## config.mk

```make
export PLATFORM = sky130hd
export DESIGN_NAME = downstream_window3_base_register
export DESIGN_NICKNAME = d
export VERILOG_FILES = /design/src/rtl/window3_pkg.sv /design/src/rtl/downstream_window3_base_register.sv /design/src/rtl/masked_field.sv
export SDC_FILE = /design/constraint.sdc
export NUM_CORES = 1
export LEC_CHECK = 0
export ABC_AREA = 1
export BUFFER_PORTS_ARGS = -buffer_cell sky130_fd_sc_hd__buf_2
export CORE_MARGIN = 3
export CORE_UTILIZATION = 63
export CTS_BUF_LIST = sky130_fd_sc_hd__clkbuf_8
export DETAILED_ROUTE_END_ITERATION = 12
export PLACE_DENSITY = 0.86
export SYNTH_ARGS = -nofsm -noshare
export SYNTH_HDL_FRONTEND = slang
export SYNTH_SLANG_ARGS = --single-unit
```

## constraint.sdc

```tcl
create_clock -name ref_clk -period 2.8 [get_ports ref_clk]
set_input_delay 0.28 -clock ref_clk [delete_from_list [all_inputs] [get_ports ref_clk]]
set_output_delay 0.28 -clock ref_clk [all_outputs]
set_load 0.05 [all_outputs]
```

## src/rtl/window3_pkg.sv

```systemverilog
package window3_pkg;

  // ==========================================================
  // register map, byte addresses
  localparam logic [11:0] BASE_OFS = 12'h020;
  localparam logic [11:0] UPPER_OFS = 12'h024;
  localparam logic [11:0] XLAT_OFS = 12'h110;
  localparam logic [11:0] SETUP_LO_OFS = 12'h114;
  localparam logic [11:0] SETUP_HI_OFS = 12'h118;
  localparam logic [11:0] STATUS_OFS = 12'h11c;

  // ==========================================================
  // field positions
  localparam int SPACE_BIT = 0;
  localparam int TYPE_LSB = 1;
  localparam int TYPE_MSB = 2;
  localparam int PREF_BIT = 3;
  localparam int BASE_LSB = 12;
  localparam int ENABLE_BIT = 31;
  localparam int LO_W = 20;
  localparam int HI_W = 32;

  // ==========================================================
  // encodings and reset values
  localparam logic [1:0] TYPE_32 = 2'h0;
  localparam logic [1:0] TYPE_64 = 2'h1;
  localparam logic [1:0] TYPE_RST = 2'h0;
  localparam logic PREF_RST = 1'h0;
  localparam logic [19:0] BASE_RST = 20'h00000;
  localparam logic [31:0] UPPER_RST = 32'h00000000;
  localparam logic [31:0] SETUP_RST = 32'h00000000;
  localparam logic [31:0] XLAT_RST = 32'h00000000;
  localparam logic [15:0] COUNT_RST = 16'h0000;
  localparam logic [7:0] RSVD_VALUE = 8'h00;
  // setup low: bits that can hold a value (mask, prefetch, type)
  localparam logic [31:0] SETUP_LO_KEEP = 32'hfffff00e;

  // ==========================================================
  // carriers
  typedef struct packed {
    logic psel;
    logic penable;
    logic pwrite;
    logic [11:0] paddr;
    logic [31:0] pwdata;
  } apb_req_s;

  typedef struct packed {
    logic pready;
    logic pslverr;
    logic [31:0] prdata;
  } apb_rsp_s;

  typedef struct packed {
    logic valid;
    logic [63:0] addr;
  } fwd_req_s;

  typedef struct packed {
    logic claim;
    logic [63:0] addr;
  } fwd_rsp_s;

endpackage : window3_pkg

```

## src/rtl/downstream_window3_base_register.sv

```systemverilog
// The APB register port was chosen for this implementation.
`timescale 1ns/10ps

module downstream_window3_base_register (
  input wire logic ref_clk,
  input wire logic srst,
  input wire window3_pkg::apb_req_s apb_req,
  output window3_pkg::apb_rsp_s apb_rsp,
  input wire window3_pkg::fwd_req_s fwd_req,
  output window3_pkg::fwd_rsp_s fwd_rsp
);

  typedef struct packed {
    logic [31:0] setup_lo;
    logic [31:0] setup_hi;
    logic [31:0] xlat;
    logic [31:0] prdata;
    logic claim;
    logic [63:0] claim_addr;
    logic [15:0] claim_count;
  } state_s;

  state_s state;
  state_s next_state;

  logic setup_phase;
  logic access_phase;
  logic wr_access;
  logic addr_mapped;
  logic wr_base;
  logic wr_upper;
  logic wr_status;
  logic [19:0] lo_mask;
  logic [31:0] hi_mask;
  logic [19:0] base_lo;
  logic [31:0] base_hi;
  logic [1:0] addr_type;
  logic is64;
  logic prefetch;
  logic enabled;
  logic lo_match;
  logic hi_match;
  logic hit;
  logic [31:0] base_word;
  logic [31:0] status_word;
  logic [31:0] rd_word;
  logic [63:0] out_addr;

  // ==========================================================
  // apb phase decode
  assign setup_phase = apb_req.psel & ~apb_req.penable;
  assign access_phase = apb_req.psel & apb_req.penable;
  assign wr_access = access_phase & apb_req.pwrite;

  always_comb
  begin
    if (apb_req.paddr == window3_pkg::BASE_OFS)
    begin
      addr_mapped = 1'b1;
    end
    else if (apb_req.paddr == window3_pkg::UPPER_OFS)
    begin
      addr_mapped = 1'b1;
    end
    else if (apb_req.paddr == window3_pkg::XLAT_OFS)
    begin
      addr_mapped = 1'b1;
    end
    else if (apb_req.paddr == window3_pkg::SETUP_LO_OFS)
    begin
      addr_mapped = 1'b1;
    end
    else if (apb_req.paddr == window3_pkg::SETUP_HI_OFS)
    begin
      addr_mapped = 1'b1;
    end
    else if (apb_req.paddr == window3_pkg::STATUS_OFS)
    begin
      addr_mapped = 1'b1;
    end
    else
    begin
      addr_mapped = 1'b0;
    end
  end

  // ==========================================================
  // write strobes
  // base and upper feed the masked fields
  always_comb
  begin
    wr_base = 1'b0;
    wr_upper = 1'b0;
    wr_status = 1'b0;
    if (wr_access)
    begin
      if (apb_req.paddr == window3_pkg::BASE_OFS)
      begin
        wr_base = 1'b1;
      end
      else if (apb_req.paddr == window3_pkg::UPPER_OFS)
      begin
        wr_upper = 1'b1;
      end
      else if (apb_req.paddr == window3_pkg::STATUS_OFS)
      begin
        // status write clears the claim counter
        wr_status = 1'b1;
      end
    end
  end

  // ==========================================================
  // window shape from setup registers
  // size mask and type from setup
  assign lo_mask = state.setup_lo[31:window3_pkg::BASE_LSB];
  assign hi_mask = state.setup_hi;
  assign addr_type = state.setup_lo[window3_pkg::TYPE_MSB:window3_pkg::TYPE_LSB];
  assign is64 = (addr_type == window3_pkg::TYPE_64);
  assign prefetch = state.setup_lo[window3_pkg::PREF_BIT];
  // enable bit of lower setup, or of upper setup in 64-bit type
  assign enabled = state.setup_lo[window3_pkg::ENABLE_BIT]
                   | (is64 & state.setup_hi[window3_pkg::ENABLE_BIT]);

  // ==========================================================
  // base address fields
  // masked lower base bits
  masked_field #(
    .W(window3_pkg::LO_W),
    .RST(window3_pkg::BASE_RST)
  ) u_base_lo (
    .ref_clk(ref_clk),
    .srst(srst),
    .wr_en(wr_base),
    .wr_data(apb_req.pwdata[31:window3_pkg::BASE_LSB]),
    .mask(lo_mask),
    .value(base_lo)
  );

  masked_field #(
    .W(window3_pkg::HI_W),
    .RST(window3_pkg::UPPER_RST)
  ) u_base_hi (
    .ref_clk(ref_clk),
    .srst(srst),
    .wr_en(wr_upper),
    .wr_data(apb_req.pwdata),
    .mask(hi_mask),
    .value(base_hi)
  );

  assign base_word = {base_lo, window3_pkg::RSVD_VALUE, prefetch, addr_type, 1'b0};
  assign status_word = {14'h0000, is64, enabled, state.claim_count};

  // ==========================================================
  // read mux
  always_comb
  begin
    if (apb_req.paddr == window3_pkg::BASE_OFS)
    begin
      rd_word = base_word;
    end
    else if (apb_req.paddr == window3_pkg::UPPER_OFS)
    begin
      rd_word = base_hi;
    end
    else if (apb_req.paddr == window3_pkg::XLAT_OFS)
    begin
      rd_word = state.xlat;
    end
    else if (apb_req.paddr == window3_pkg::SETUP_LO_OFS)
    begin
      rd_word = state.setup_lo;
    end
    else if (apb_req.paddr == window3_pkg::SETUP_HI_OFS)
    begin
      rd_word = state.setup_hi;
    end
    else if (apb_req.paddr == window3_pkg::STATUS_OFS)
    begin
      rd_word = status_word;
    end
    else
    begin
      rd_word = 32'h00000000;
    end
  end

  // ==========================================================
  // forwarding decode
  // mask spans 4KB granule to full 64 bits in 64-bit type, to bit 31 otherwise
  assign lo_match = ((fwd_req.addr[31:window3_pkg::BASE_LSB] & lo_mask) == base_lo);
  assign hi_match = is64 ? ((fwd_req.addr[63:32] & hi_mask) == base_hi)
                         : (fwd_req.addr[63:32] == 32'h00000000);
  assign hit = fwd_req.valid & enabled & lo_match & hi_match;

  always_comb
  begin
    if (is64)
    begin
      out_addr = fwd_req.addr;
    end
    else
    begin
      out_addr = {32'h00000000,
                  (state.xlat[31:window3_pkg::BASE_LSB] & lo_mask)
                  | (fwd_req.addr[31:window3_pkg::BASE_LSB] & ~lo_mask),
                  fwd_req.addr[window3_pkg::BASE_LSB-1:0]};
    end
  end

  // ==========================================================
  // next state
  always_comb
  begin
    next_state = state;
    if (setup_phase)
    begin
      next_state.prdata = rd_word;
    end
    if (wr_access)
    begin
      if (apb_req.paddr == window3_pkg::XLAT_OFS)
      begin
        next_state.xlat = apb_req.pwdata;
      end
      else if (apb_req.paddr == window3_pkg::SETUP_LO_OFS)
      begin
        // memory only: space bit and reserved bits stay zero
        next_state.setup_lo = apb_req.pwdata & window3_pkg::SETUP_LO_KEEP;
      end
      else if (apb_req.paddr == window3_pkg::SETUP_HI_OFS)
      begin
        next_state.setup_hi = apb_req.pwdata;
      end
      else if (apb_req.paddr == window3_pkg::STATUS_OFS)
      begin
        // any write clears the claim counter
        next_state.claim_count = window3_pkg::COUNT_RST;
      end
    end
    next_state.claim = hit;
    if (hit)
    begin
      next_state.claim_addr = out_addr;
      if (!wr_status)
      begin
        next_state.claim_count = state.claim_count + 16'h0001;
      end
      else
      begin
        // a claim in the clearing cycle still counts
        next_state.claim_count = 16'h0001;
      end
    end
  end

  // ==========================================================
  // state register
  always_ff @(posedge ref_clk)
  begin
    if (srst)
    begin
      state.setup_lo <= window3_pkg::SETUP_RST;
      state.setup_hi <= window3_pkg::SETUP_RST;
      state.xlat <= window3_pkg::XLAT_RST;
      state.prdata <= 32'h00000000;
      state.claim <= 1'b0;
      state.claim_addr <= 64'h0000000000000000;
      state.claim_count <= window3_pkg::COUNT_RST;
    end
    else
    begin
      state <= next_state;
    end
  end

  // ==========================================================
  // outputs, packed in carrier field order
  // pready tracks the access phase: no wait states
  assign apb_rsp = {access_phase,
                    access_phase & ~addr_mapped,
                    state.prdata};
  assign fwd_rsp = {state.claim,
                    state.claim_addr};

endmodule : downstream_window3_base_register

```

## src/rtl/masked_field.sv

```systemverilog
`timescale 1ns/10ps

// ==========================================================
// base-address field whose bits are writable only under mask
module masked_field #(
  parameter int W = 20,
  parameter logic [W-1:0] RST = '0
) (
  input wire logic ref_clk,
  input wire logic srst,
  input wire logic wr_en,
  input wire logic [W-1:0] wr_data,
  input wire logic [W-1:0] mask,
  output logic [W-1:0] value
);

  typedef struct packed {
    logic [W-1:0] stored;
  } field_s;

  field_s state;
  field_s next_state;

  always_comb
  begin
    next_state = state;
    if (wr_en)
    begin
      next_state.stored = wr_data & mask;
    end
  end

  always_ff @(posedge ref_clk)
  begin
    if (srst)
    begin
      state.stored <= RST;
    end
    else
    begin
      state <= next_state;
    end
  end

  // unmasked bits read as zero even if mask shrinks later
  assign value = state.stored & mask;

endmodule : masked_field

```

# == Word level (Yosys, flattened, before mapping) ==
# Index checks and enable logic that the tools add are counted.
# Widths: inputs -> output; s select.
# word_totals
reg_bits,252
wordCells,81
in_bits,114
out_inout_bits,99
# classes
muxes,29
eq_ne,12
n_reduce_logical,7
n_bitwise,23
addsub,1
# ops
op,count
$mux 32,5
$mux 16,7
$and 20x20->20,5
$and 32x32->32,3
$mux 64,1
$eq 12x9->1 const B,4
$eq 32x32->1,1
$logic_not 32->1,1
$eq 12x6->1 const B,2
$eq 20x20->1,1
$not 20->20,1
$or 20x20->20,1
$mux 18,1
$add 16x1->16 const B,1
$mux 1,15
$and 1x1->1,8
$ne 2x2->1 const B,3
$reduce_and 5->1,1
$not 1->1,4
$reduce_and 4->1,1
$reduce_bool 2->1,2
$reduce_and 3->1,1
$eq 2x1->1 const B,1
$reduce_and 2->1,1
$or 1x1->1,1

# == Depth between registers and ports, before layout ==
# logic_depth
ltp_word,9
ltp_mapped,15
mapped_depth_nobuf,14

# == Cells and area by module ==
# From an unflattened synthesis, not the netlist that was laid out.
# unflattened
cells_unflattened,2020
hier_area_um2,13525.5
# modules_own_cells
module,cells_each,area_per_inst_um2,instances,seq_area_each_um2
downstream_window3_base_register,1689,11222.0,1,4003.8
masked_field (u_base_hi),203,1435.1,1,640.6
masked_field (u_base_lo),128,868.3,1,400.4

# == Worst setup path after synthesis ==
# OpenSTA, ideal clock, no wires.
# synth_path
kind,input -> output
from,in apb_req[34] in the netlist's numbering
to,out apb_rsp[32] in the netlist's numbering
arrival_ns,3.479
slack_ns,-0.959
n_path_buf,2
cell_stages,8
required_ns,2.520
cell_sequence,buf_2 -> inv_2 -> nand2_1 -> nor2_1 -> nand2_1 -> inv_1 -> clkbuf_1 -> a2111oi_0
# synth_lines
item,line,rtl
start: declaration,downstream_window3_base_register.sv:7,"input wire window3_pkg::apb_req_s apb_req,"
end: declaration,downstream_window3_base_register.sv:8,"output window3_pkg::apb_rsp_s apb_rsp,"

# == Worst setup path in the final report ==
# layout_path
from,reg state (netlist bit lo_mask[11])
to,reg state (netlist bit fwd_rsp[63])
# layout_via
elab_chain_len,4
elab_cells_between_ends,5
classes_between,eq/ne: 1; bitwise: 4
# layout_rtl
item,line,rtl
start: declaration,downstream_window3_base_register.sv:23,state_s state;
start signal: assignment,downstream_window3_base_register.sv:274,state <= next_state;
$and 20x20->20 (on tied branches),"downstream_window3_base_register.sv:192, masked_field.sv:46",
$eq 20x20->1 *,downstream_window3_base_register.sv:192,assign lo_match = ((fwd_req.addr[31:window3_pkg::BASE_LSB] & lo_mask) == base_lo);
$and 1x1->1 * (2 in series),downstream_window3_base_register.sv:195,assign hit = fwd_req.valid & enabled & lo_match & hi_match;
# Mark *: on every way between the ends. The rest lies on a longest branch, timed or not.
# A chain may end at the register's enable or synchronous reset.

==> impl_metrics.tcl <==
set metrics [dict create \
    status "finished, final reports clean" \
    report.final.hold_viol_count 0 \
    synth_area_per_cell_um2 6.65 \
    insertion_delay_ns 0.56 \
    totalNegativeSetupSlack_ns 0 \
    fp-row-count 52 \
    flow.area_growth_from_synthesis_pct 11.7 \
    hpwlAfterDp_um 31400 \
    synth.cell_area_mm2 0.0133 \
    timing.hold.worst_endpoint "u_base_hi.state[8]$_SDFFE_PP0P_" \
    rsz0062_at_grt "no" \
    synthDominantCellAreaShare 0.380 \
    critPathMostFrequentCell "nand2_1" \
    critical_path.reg2reg.endpoint "fwd_rsp[63]$_SDFFE_PP0P_" \
    power.sequential.fraction 0.490 \
    detailroute.via_count 13900 \
    power_density_mw_per_mm2 496 \
    slew_headroom 0.387 \
    intPower_mw 5.48 \
    cpMaxStageDelayCell "dfxtp_1" \
    floorplan.die.height_um 151 \
    clock_power_share 0.447 \
    final_min_period_over_clock_period 0.799 \
    synth_fp_nets 2114 \
    critical_path.endpoint_type "flop" \
    core_region_area_mm2 0.0205 \
    clock-sinks 252 \
    detail_route.first_pass.iterations 8 \
    yosysWarnings 0 \
    clock_tree_from_tritoncts "yes" \
    finalCriticalPeriod_ns 2.24 \
    timing.hold.worst.class "in2reg" \
    hold_path.startpoint "apb_req[8]" \
    die_area_mm2 0.0229 \
    most_common_cell_after_layout_fill_and_taps_aside "nand2_1" \
    p_leak_nw 6.53 \
    reg2regPathDepth 12 \
    timing.critical_path.max_delay_family "simple AND/OR/NAND/NOR gates" \
    num-nets-final 2223 \
    post_synth_main_area_contributors "dfxtp_1 (38%), nand2_1 (11%), nor2_1 (8.5%)" \
    port_buffers 212 \
    vias_in_the_first_global_route 12700 \
    routed_wl_um 43700 \
    crit_chain "nand2_1, nand3_1, nand2_1, nor2_1, nand2_1, nor2_1, nand2_1, nor2_4, nand2_4, clkinv_2, nand2_4, o21ai_0" \
    power.combinational.fraction 0.063 \
    fillCellCount 1750 \
    gr-usage-all-layers 0.369 \
    viasPerCell 5.77 \
    p_sw_mw 1.87 \
    starting_utilization_of_the_core_area 0.648 \
    multi_input_area_mm2 0.00633 \
    postCtsSetupRepairBufs 0 \
    floorplan.die.width_um 151 \
    synth_sequential_area_ratio 0.380 \
    cts_root_buffer "clkbuf_8" \
    cts_made_buffers 43 \
    yosysTopAreaCell "dfxtp_1" \
    path_buf_inv 1 \
    rr_startpoint "lo_mask[11]$_SDFFE_PP0P_" \
    postRouteAntennaNets 0 \
    gpl_congestion 1.02 \
    most_frequent_cells_in_the_layout "nand2_1 (387), nor2_1 (299), dfxtp_1 (252)" \
    drt_drc_violations_left 0 \
    drive_above_1_share 0.168 \
    synth.ff_latch_count 252 \
    power.ir.vdd_worst_v 0.000352 \
    grt_remaining_overflow 0 \
    slew_at_the_pin_closest_to_its_max_slew_limit_ns 0.920 \
    maxSlewViolCount 0 \
    cts_resized 0 \
    layout.area.seq_mm2 0.00504 \
    worst-endpoint-required_ns 3.27 \
    worst_hold_path.num_cells 3 \
    drv.max_cap_violation_count 0 \
    finalSetupViolations 0 \
    sw_frac_of_total 0.255 \
    cts_htree_levels 2 \
    i_o_pin_total 213 \
    first_pass_grt_wire_length_um 66500 \
    critical_path_arrival_ns 2.71 \
    grt_start_max_net_pins 92 \
    ff2ff_setup_slack_ns 0.56 \
    grt_antenna_before_repair 3 \
    cts.clk_slew.worst_paths_ns 0.06 \
    clock_skew_ns 0.0198 \
    netlist_instances 1999 \
    setup.worst_path.start_class "flop" \
    path_class "reg2reg" \
    crit_fanout 33 \
    cp_slowest_stage_delay_ns 0.45 \
    fmax_ghz 0.447 \
    cts-root-to-sink-buffers 3 \
    routed_wire_length_per_instance_um 18.1 \
    postPlaceCellArea_mm2 0.0138 \
    stdcell_area_mm2 0.0148 \
    detail_route.iter0.violations 1453 \
    ys_types 36 \
]
==> power groups by stage <==
stage               registers (mW)  clock network, mW  logic, mW
detailed placement            3.68                  0      0.435
global route                  3.60               3.48      0.498
global placement              3.68                  0      0.430
CTS                           3.60               3.31      0.452
finish                        3.60               3.29      0.466
floorplan                     3.68                  0      0.229
==> metrics by stage <==
stage	total power, mW	utilization	cells	worst slack, ns	hold WS (ns)
after floorplan	3.91	-	1999	0.417	0.415
after global placement	4.11	0.676	2319	0.579	0.439
after detailed placement	4.12	0.676	2319	0.496	0.445
after CTS	7.37	0.724	2409	0.603	0.00138
after global routing	7.58	0.724	2411	0.313	0.0129
final	7.36	0.724	2412	0.563	0.0105
==> cell usage after synthesis <==
library cell,count
nand2_2,1
dfxtp_1,252
buf_2,14
a31oi_1,32
o31ai_1,9
buf_4,100
nand3_1,180
o21ai_2,29
o22ai_1,10
inv_2,2
nand3b_1,20
nand4_1,32
nor2_1,301
nor3_1,40
or2_2,1
clkinv_1,2
ha_1,1
a211oi_1,38
buf_1,7
o211a_1,1
clkinv_2,1
clkbuf_1,72
o21ai_0,142
nor4_1,2
nor2_2,4
o211ai_1,2
a2111oi_0,1
nor2_4,1
xor2_1,5
nand2_1,388
inv_1,199
o21bai_1,1
nand2_4,2
o21ai_1,1
buf_6,4
a21oi_1,102
==> how the worst max path moves through the flow <==
stage,from,to,depth (start not counted)
floorplan,apb_req[34],apb_rsp[32],8
global placement,apb_req[32],state[126]$_SDFFE_PP0P_,12
detailed placement,apb_req[32],state[125]$_SDFFE_PP0P_,12
CTS,lo_mask[11]$_SDFFE_PP0P_,fwd_rsp[33]$_SDFFE_PP0P_,12
global route,lo_mask[11]$_SDFFE_PP0P_,fwd_rsp[32]$_SDFFE_PP0P_,12
finish,lo_mask[11]$_SDFFE_PP0P_,fwd_rsp[63]$_SDFFE_PP0P_,12
==> kinds of logic after synthesis <==
kind of cell    share of synthesized area
buf+inv                             0.145
fa+ha+maj                        0.000941
simple gates                        0.310
compound gates                      0.161
xor+xnor                          0.00330
flops                               0.380
==> tightest hold or removal path: stages <==
cell     delay (ns)
buf_2          0.10
a31oi_1        0.08
nor2_1         0.07
==> per-layer routing <==
| layer | global-route usage | wire length (um) |
|---|---|---|
| met4 | 0.217 | 2700 |
| met5 | 0 | 0 |
| met1 | 0.458 | 16500 |
| met3 | 0.0799 | 4700 |
| met2 | 0.589 | 19800 |
==> timing repair <==
item | in CTS | in global routing
hold buffers | 14 | 0
setup endpoints to repair | 0 | 0
hold endpoints to repair | 18 | 0
==> area by class of cell <==
class | count | area share
well taps | 270 | 0.0228
inverters | 204 | 0.0518
clock inverters | 22 | 0.00708
flip-flops and latches | 252 | 0.340
repair buffers | 261 | 0.101
clock buffers | 54 | 0.0501
diodes | 3 | 0.000506
multi-input cells | 1346 | 0.427
==> registers in the layout, summed over array words and instances, names as in the netlist <==
signal / count
fwd_rsp: 65
u_base_lo.state: 20
hi_mask: 32
u_base_hi.state: 32
base_word: 1
apb_rsp: 32
lo_mask: 20
state: 48
addr_type: 2
No activity file was read; power rests on OpenSTA's default activity.
